===== src/shared/otf_regs.svh =====
// register offsets, field positions, reset values and depths of the trim block
`ifndef OTF_REGS_SVH
`define OTF_REGS_SVH
`define OTF_A_BIAS_X 8'h38
`define OTF_A_BIAS_Y 8'h39
`define OTF_A_BIAS_Z 8'h3a
`define OTF_A_SPARE0 8'h3b
`define OTF_A_SPARE1 8'h3c
`define OTF_A_CFG 8'h3e
`define OTF_A_FIFO 8'h3f
`define OTF_CFG_MASK 8'hc3
`define OTF_RST_BYTE 8'h00
`define OTF_MODE_HI 7
`define OTF_MODE_LO 6
`define OTF_SEL_HI 1
`define OTF_SEL_LO 0
`define OTF_BIAS_SHIFT 3'h5
`define OTF_STORE_FRAMES 32
`define OTF_STAGE_WORDS 16
`define OTF_FRAME_BITS 48
`define OTF_LAST_XYZ 3'h5
`define OTF_LAST_ONE 3'h1
`endif


===== src/shared/otf_pkg.sv =====
// types shared by the trim and frame buffer block
package otf_pkg;
    typedef logic [2:0][13:0] otf_axes_t;
    typedef enum logic [1:0] {
        OTF_BYPASS = 2'b00,
        OTF_HOLD = 2'b01,
        OTF_STREAM = 2'b10,
        OTF_RSVD = 2'b11
    } otf_mode_t;
    typedef enum logic [1:0] {
        OTF_XYZ = 2'b00,
        OTF_X_ONLY = 2'b01,
        OTF_Y_ONLY = 2'b10,
        OTF_Z_ONLY = 2'b11
    } otf_sel_t;
    typedef struct packed {
        logic [2:0][7:0] bias;
        logic [7:0] spare_byte_one;
        logic [7:0] spare_byte_zero;
    } otf_nvm_t;
    typedef struct packed {
        otf_nvm_t img;
        logic [7:0] cfg;
        logic [7:0] rdata;
        logic [2:0] idx;
        logic burst;
        logic nvm_req;
        otf_axes_t filt;
        otf_axes_t unfilt;
    } otf_st_t;
endpackage : otf_pkg


===== src/hdl/otf_top.sv =====
// bias trim, spare nvm bytes and frame buffer register slice
`timescale 1ns/1ps
// Notes on behaviour
// - y bias subtracted from filtered and raw y
// - z bias subtracted from filtered and raw z
// - bias is signed byte, 1/128 g steps
// - bias weight same in every g range
// - bias bytes saved to and restored from nvm
// - bias written by host or fast compensation
// - two spare bytes, nvm backed, read/write
// - config write empties buffer, clears full
// - policy 00: one frame, newest overwrites
// - policy 01: stop storing at 32 frames
// - policy 10: drop oldest when full
// - capture field picks xyz, x, y or z
// - readout bytes use data register layout
// - burst at readout address holds address
// - partly read frame is discarded whole at burst end
// - xyz frame: xl xh yl yh zl zh
// - single axis frame: low then high
// - x bias subtracted from filtered and raw x
// - bias clear zeroes all three bias bytes

module otf_fifo #(
    parameter int W = 48,
    parameter int D = 16
) (
    input wire logic i_clk,
    input wire logic i_rst_n,
    input wire logic i_ce,
    input wire logic i_clr,
    input wire logic i_in_valid,
    output logic o_in_ready,
    input wire logic [W-1:0] i_in_data,
    output logic o_out_valid,
    input wire logic i_out_ready,
    output logic [W-1:0] o_out_data,
    output logic [$clog2(D+1)-1:0] o_level
);
    localparam int AW = $clog2(D);
    localparam int CW = $clog2(D+1);
    typedef struct packed {
        logic [D-1:0][W-1:0] mem;
        logic [AW-1:0] rd;
        logic [AW-1:0] wr;
        logic [CW-1:0] cnt;
    } otf_fifo_st_t;
    otf_fifo_st_t st_r;
    otf_fifo_st_t st_nxt;
    logic push;
    logic pop;

    // a pop in the same cycle frees the slot, so a full buffer still takes
    assign o_in_ready = (st_r.cnt != CW'(D)) || i_out_ready;
    assign o_out_valid = st_r.cnt != '0;
    assign o_out_data = st_r.mem[st_r.rd];
    assign o_level = st_r.cnt;
    assign push = i_in_valid && o_in_ready;
    assign pop = o_out_valid && i_out_ready;

    always_comb begin
        st_nxt = st_r;
        if (i_clr) begin
            st_nxt.rd = '0;
            st_nxt.wr = '0;
            st_nxt.cnt = '0;
        end else begin
            if (push) begin
                st_nxt.mem[st_r.wr] = i_in_data;
                st_nxt.wr = st_r.wr + AW'(1);
            end
            if (pop) begin
                st_nxt.rd = st_r.rd + AW'(1);
            end
            if (push && !pop) begin
                st_nxt.cnt = st_r.cnt + CW'(1);
            end else if (pop && !push) begin
                st_nxt.cnt = st_r.cnt - CW'(1);
            end
        end
    end

    always_ff @(posedge i_clk) begin
        if (!i_rst_n) begin
            st_r <= '0;
        end else if (i_ce) begin
            st_r <= st_nxt;
        end
    end
endmodule : otf_fifo

module otf_top (
    input wire logic I_CLK_SYS,
    input wire logic I_RST_N,
    input wire logic I_CE,
    input wire logic [7:0] I_REG_ADDR,
    input wire logic I_REG_WR,
    input wire logic [7:0] I_REG_WDATA,
    input wire logic I_REG_RD,
    input wire logic I_BURST_START,
    input wire logic I_BURST_END,
    output logic [7:0] O_REG_RDATA,
    output logic O_ADDR_HOLD,
    input wire otf_pkg::otf_axes_t I_ACC_FILT,
    input wire otf_pkg::otf_axes_t I_ACC_UNFILT,
    input wire logic [1:0] I_RANGE,
    output otf_pkg::otf_axes_t O_ACC_FILT,
    output otf_pkg::otf_axes_t O_ACC_UNFILT,
    input wire logic I_SMP_VALID,
    output logic O_SMP_READY,
    input wire logic I_FC_DONE,
    input wire logic [1:0] I_FC_AXIS,
    input wire logic [7:0] I_FC_VALUE,
    input wire logic I_BIAS_CLR,
    input wire logic I_NVM_LOAD,
    input wire otf_pkg::otf_nvm_t I_NVM_IMAGE,
    output otf_pkg::otf_nvm_t O_NVM_IMAGE,
    output logic O_NVM_REQ,
    output logic [5:0] O_FIFO_LEVEL,
    output logic O_FIFO_FULL
);
    `include "otf_regs.svh"

    otf_pkg::otf_st_t st_r;
    otf_pkg::otf_st_t st_nxt;
    otf_pkg::otf_axes_t corr_f;
    otf_pkg::otf_axes_t corr_u;
    otf_pkg::otf_mode_t mode;
    otf_pkg::otf_sel_t sel;
    logic [`OTF_FRAME_BITS-1:0] frame_in;
    logic [`OTF_FRAME_BITS-1:0] stg_data;
    logic [`OTF_FRAME_BITS-1:0] head;
    logic [4:0] stg_level;
    logic [5:0] level;
    logic stg_valid;
    logic stg_take;
    logic store_valid;
    logic full;
    logic drop;
    logic rd_pop;
    logic cfg_wr;
    logic [2:0] last_idx;

    // bias is 1/128 g; data lsb is 1/4096 g at 2 g and doubles per range
    function automatic logic [13:0] trim(input logic [13:0] raw,
                                         input logic [7:0] b,
                                         input logic [1:0] rng);
        logic [13:0] sb;
        sb = {{6{b[7]}}, b};
        trim = raw - (sb << (`OTF_BIAS_SHIFT - {1'b0, rng}));
    endfunction : trim

    // acceleration register layout: low byte keeps the new data flag in bit 0
    function automatic logic [15:0] fmt(input logic [13:0] d);
        fmt = {d[13:6], d[5:0], 1'b0, 1'b1};
    endfunction : fmt

    function automatic logic [7:0] reg_byte(input logic [7:0] a,
                                            input otf_pkg::otf_st_t s);
        case (a)
            `OTF_A_BIAS_X: reg_byte = s.img.bias[0];
            `OTF_A_BIAS_Y: reg_byte = s.img.bias[1];
            `OTF_A_BIAS_Z: reg_byte = s.img.bias[2];
            `OTF_A_SPARE0: reg_byte = s.img.spare_byte_zero;
            `OTF_A_SPARE1: reg_byte = s.img.spare_byte_one;
            `OTF_A_CFG: reg_byte = s.cfg;
            default: reg_byte = `OTF_RST_BYTE;
        endcase
    endfunction : reg_byte

    for (genvar a = 0; a < 3; a++) begin : g_axis
        assign corr_f[a] = trim(I_ACC_FILT[a], st_r.img.bias[a], I_RANGE);
        assign corr_u[a] = trim(I_ACC_UNFILT[a], st_r.img.bias[a], I_RANGE);
    end

    assign mode = otf_pkg::otf_mode_t'(st_r.cfg[`OTF_MODE_HI:`OTF_MODE_LO]);
    assign sel = otf_pkg::otf_sel_t'(st_r.cfg[`OTF_SEL_HI:`OTF_SEL_LO]);

    always_comb begin
        case (sel)
            otf_pkg::OTF_XYZ:
                frame_in = {fmt(corr_f[2]), fmt(corr_f[1]),
                            fmt(corr_f[0])};
            otf_pkg::OTF_X_ONLY: frame_in = {32'h0, fmt(corr_f[0])};
            otf_pkg::OTF_Y_ONLY: frame_in = {32'h0, fmt(corr_f[1])};
            otf_pkg::OTF_Z_ONLY: frame_in = {32'h0, fmt(corr_f[2])};
            default: frame_in = '0;
        endcase
    end

    assign last_idx = (sel == otf_pkg::OTF_XYZ) ? `OTF_LAST_XYZ
                                                : `OTF_LAST_ONE;
    assign cfg_wr = I_REG_WR && (I_REG_ADDR == `OTF_A_CFG);
    assign full = level == 6'(`OTF_STORE_FRAMES);
    // frames wait in staging while a burst reads, so a frame being read
    // cannot be overwritten under the host; staging then pushes back
    assign stg_take = stg_valid && !st_r.burst && !cfg_wr;
    always_comb begin
        case (mode)
            otf_pkg::OTF_HOLD: drop = 1'b0;
            otf_pkg::OTF_STREAM: drop = stg_take && full;
            default: drop = stg_take && (level != 6'h00);
        endcase
    end

    otf_fifo #(.W(`OTF_FRAME_BITS), .D(`OTF_STAGE_WORDS)) u_stage (
        .i_clk(I_CLK_SYS),
        .i_rst_n(I_RST_N),
        .i_ce(I_CE),
        .i_clr(cfg_wr),
        .i_in_valid(I_SMP_VALID),
        .o_in_ready(O_SMP_READY),
        .i_in_data(frame_in),
        .o_out_valid(stg_valid),
        .i_out_ready(!st_r.burst),
        .o_out_data(stg_data),
        .o_level(stg_level)
    );

    // in hold mode a full store refuses and the staged frame is dropped
    otf_fifo #(.W(`OTF_FRAME_BITS), .D(`OTF_STORE_FRAMES)) u_store (
        .i_clk(I_CLK_SYS),
        .i_rst_n(I_RST_N),
        .i_ce(I_CE),
        .i_clr(cfg_wr),
        .i_in_valid(stg_take && !(mode == otf_pkg::OTF_HOLD && full)),
        .o_in_ready(),
        .i_in_data(stg_data),
        .o_out_valid(store_valid),
        .i_out_ready(rd_pop || drop),
        .o_out_data(head),
        .o_level(level)
    );

    always_comb begin
        st_nxt = st_r;
        rd_pop = 1'b0;
        st_nxt.filt = corr_f;
        st_nxt.unfilt = corr_u;
        if (I_NVM_LOAD) begin
            st_nxt.img = I_NVM_IMAGE;
            st_nxt.nvm_req = 1'b0;
        end
        if (I_REG_WR) begin
            case (I_REG_ADDR)
                `OTF_A_BIAS_X: st_nxt.img.bias[0] = I_REG_WDATA;
                `OTF_A_BIAS_Y: st_nxt.img.bias[1] = I_REG_WDATA;
                `OTF_A_BIAS_Z: st_nxt.img.bias[2] = I_REG_WDATA;
                `OTF_A_SPARE0: st_nxt.img.spare_byte_zero = I_REG_WDATA;
                `OTF_A_SPARE1: st_nxt.img.spare_byte_one = I_REG_WDATA;
                `OTF_A_CFG: begin
                    st_nxt.cfg = I_REG_WDATA & `OTF_CFG_MASK;
                    st_nxt.idx = 3'h0;
                end
                default: ;
            endcase
        end
        // engine result beats a host write in the same cycle
        case (I_FC_AXIS)
            2'b01: if (I_FC_DONE) st_nxt.img.bias[0] = I_FC_VALUE;
            2'b10: if (I_FC_DONE) st_nxt.img.bias[1] = I_FC_VALUE;
            2'b11: if (I_FC_DONE) st_nxt.img.bias[2] = I_FC_VALUE;
            default: ;
        endcase
        if (I_BIAS_CLR) begin
            st_nxt.img.bias = '0;
        end
        if (I_REG_RD) begin
            if (I_REG_ADDR != `OTF_A_FIFO) begin
                st_nxt.rdata = reg_byte(I_REG_ADDR, st_r);
            end else if (store_valid && !cfg_wr) begin
                st_nxt.rdata = head[{st_r.idx, 3'h0} +: 8];
                if (st_r.idx == last_idx) begin
                    rd_pop = 1'b1;
                    st_nxt.idx = 3'h0;
                end else begin
                    st_nxt.idx = st_r.idx + 3'h1;
                end
            end else begin
                st_nxt.rdata = `OTF_RST_BYTE;
            end
        end
        if (I_BURST_START) begin
            st_nxt.burst = I_REG_ADDR == `OTF_A_FIFO;
        end
        if (I_BURST_END) begin
            st_nxt.burst = 1'b0;
            if (st_r.idx != 3'h0 && !cfg_wr) begin
                rd_pop = 1'b1;
                st_nxt.idx = 3'h0;
            end
        end
        if (drop && st_r.idx != 3'h0) begin
            st_nxt.idx = 3'h0;
        end
    end

    always_ff @(posedge I_CLK_SYS) begin
        if (!I_RST_N) begin
            st_r <= '0;
            st_r.nvm_req <= 1'b1;
        end else if (I_CE) begin
            st_r <= st_nxt;
        end
    end

    assign O_REG_RDATA = st_r.rdata;
    assign O_ADDR_HOLD = st_r.burst;
    assign O_ACC_FILT = st_r.filt;
    assign O_ACC_UNFILT = st_r.unfilt;
    assign O_NVM_IMAGE = st_r.img;
    assign O_NVM_REQ = st_r.nvm_req;
    assign O_FIFO_LEVEL = level;
    assign O_FIFO_FULL = full;
endmodule : otf_top


===== config.mk =====
export PLATFORM = sky130hd
export DESIGN_NAME = otf_top
export DESIGN_NICKNAME = d
export VERILOG_FILES = /design/src/shared/otf_pkg.sv /design/src/hdl/otf_top.sv
export VERILOG_INCLUDE_DIRS = /design/src /design/src/shared
export SDC_FILE = /design/constraint.sdc
export NUM_CORES = 2
export LEC_CHECK = 0
export ABC_AREA = 0
export BUFFER_PORTS_ARGS = -buffer_cell sky130_fd_sc_hd__buf_2
export CAP_MARGIN = 0
export CORE_MARGIN = 1.5
export CORE_UTILIZATION = 35
export CTS_CLUSTER_DIAMETER = 30
export DETAILED_ROUTE_END_ITERATION = 16
export PLACE_DENSITY = 0.47
export SLEW_MARGIN = 10
export SYNTH_ARGS = -nofsm -noshare
export SYNTH_HDL_FRONTEND = slang
export SYNTH_HIERARCHICAL = 1
export SYNTH_SLANG_ARGS = --single-unit

===== constraint.sdc =====
create_clock -name I_CLK_SYS -period 6.8 [get_ports I_CLK_SYS]
set_clock_uncertainty 0.15 [all_clocks]
set_input_delay 0.34 -clock I_CLK_SYS [delete_from_list [all_inputs] [get_ports I_CLK_SYS]]
set_output_delay 0.34 -clock I_CLK_SYS [all_outputs]
set_load 0.02 [all_outputs]

==> run summary <==
switching power = 13.1 mW
Post-Syn Area = 0.112 sq mm
run status = complete, no violations
Setup WS post-layout = 891 ps
DR vias = 97600
Post-Route Setup TNS = 0 ps
Max-cap violations = 0
relative slew slack = 9.49%
largest net degree at the start of global routing = 216
first-pass GRT wire length = 645 mm
Die W = 568 um
Total GRT Usage = 26.5%
Max VDD drop = 0.000238 V
Final Hold Fails = 0
P&R area growth vs syn = 23.2%
DRT iter0 DRCs = 10100
io pins = 305
Mapped Cells = 13100
worst slew pin tran = 1350 ps
Worst setup SP type = input pin
Layout Cells excl Fill = 17700
Row Count = 207
DRC viols = 0
max-slew violations = 0
commonest cells after routing, fill and taps aside = nand2_1, dfxtp_1, a21oi_1
placed cells = 16400
clock tree buffer depth = 4
share of cells above drive strength 1 = 17.8%
final setup fails = 0
vias in the first global route = 96300
Worst Hold Class = input pin to flop
clk root buf = clkbuf_16
post-DP HPWL = 253 mm
clock power share = 57.8%
RSZ-0062 raised after global routing = false
clock-pin transition on the worst setup and hold timing paths = 50 ps
die outline area = 0.322 sq mm
Routed WL per cell = 25.0 um
clock sink count = 2474
chip height = 568 um
leakage power = 45.9 nW
initial core utilization = 35.1%
total CTS buffers = 578
Sw Ratio = 26.8%
element type at the critical path end = flop
total grt overflow = 0
Data arrival, critical path = 6660 ps
drt via density = 5.51
crit-path max FO = 21
Tcrit/Tclk final = 86.9%
Post-Syn Area per Cell = 8.54 sq um
routability cong. = 0.889
Critical Path RT = 7550 ps
I/O Buffers = 304
antenna-violating nets left = 0
routed wire length = 443 mm
H-tree Lvls = 6
Setup CP Type = input pin to flop
Peak Freq = 169 MHz
commonest non-fill, non-tap cell in the layout = nand2_1
Comb power frac = 11.4%
Yosys warnings = 6
CTS tree = built
sequential share of power = 30.8%
worst-skew pair later-pin latency = 1010 ps
Core ar. = 0.318 sq mm
DRT Pass-1 Iters = 6
post-layout min period = 5910 ps
internal power = 35.6 mW
antenna violations before repair = 25
dpl ws = 985 ps
power per standard cell area = 354 mW/mm^2
Nets = 13300
[repair_timing]
item / 4_1_cts / 5_1_grt
hold buffers: 256 / 0
setup buffers: 0 / 0
endpoints found under the hold margin: 184 / 0
gates resized for setup: 0 / 0
[sequential cells by signal (all words and copies together), names as in the netlist]
name and cells:
O_NVM_REQ 1, O_REG_RDATA 8, u_store/o_level 6, O_ADDR_HOLD 1, st_r 3, u_store/st_r 1546, O_ACC_UNFILT 42, sel 2
u_stage/o_level 5, O_ACC_FILT 42, mode 2, O_NVM_IMAGE 40, u_stage/st_r 776
[final cells by class]
class | instances | area, sq um
clock inverter | 246 | 3210
tap | 4180 | 5230
fill | 30500 | 180000
clock buffer | 803 | 16800
sequential | 2474 | 49600
timing repair buffer | 760 | 6000
multi-input combinational | 9150 | 56300
antenna | 14 | 35.0
inverter | 74 | 293
[worst max-delay path: stages]
cell	delay, ps
dlygate4sd3_1	520
buf_2	120
nand4b_4	120
dlygate4sd3_1	580
nor2_1	120
and2_1	270
and3_1	370
nand3b_1	160
o32ai_1	250
a21oi_1	110
nand2_1	170
nor2b_1	100
a31oi_4	800
nand2_1	760
nor2_4	1060
buf_4	450
nand2_1	100
a21oi_1	170
[worst paths after layout]
check | startpoint | to | slack, ps | depth (start not counted)
max reg2reg | u_store/o_level[1]$_SDFFE_PN0P_ | u_store/st_r[233]$_SDFFE_PN0P_ | 1150 | 14
min reg2reg | O_ACC_FILT[41]$_SDFFE_PN0P_ | O_ACC_FILT[41]$_SDFFE_PN0P_ | 290 | 2
max | I_REG_ADDR[5] | u_store/st_r[233]$_SDFFE_PN0P_ | 890 | 18
min | I_ACC_FILT[24] | O_ACC_FILT[24]$_SDFFE_PN0P_ | 90 | 6
[routing by layer]
layer  global-route usage, %  vias up  routed length [um]
met5                       0        -                  46
met4                    9.85        8               15800
met3                    3.91      948               31000
met2                    44.3     4144              211000
met1                    34.5    48400              185000
li1                        -    44100                   -
[stage by stage]
stage,power (mW),util (%),instance area [sq um],hold slack [ps]
after CTS,49.0,43.3,137000,5.37
after global routing,50.1,43.3,137000,95.4
final,48.7,43.3,137000,91.8
after floorplan,18.8,-,112000,276
after detailed placement,20.6,36.2,115000,287
after global placement,20.6,36.2,115000,284
[power groups by stage]
| stage | clock, mW | combinational [mW] | sequential [mW] |
|---|---|---|---|
| after floorplan | 0 | 3.73 | 15.0 |
| after global placement | 0 | 5.34 | 15.2 |
| after detailed placement | 0 | 5.38 | 15.2 |
| after CTS | 28.4 | 5.55 | 15.0 |
| after global routing | 29.2 | 5.88 | 15.0 |
| final | 28.1 | 5.55 | 15.0 |
No activity file was read; power rests on OpenSTA's default activity.
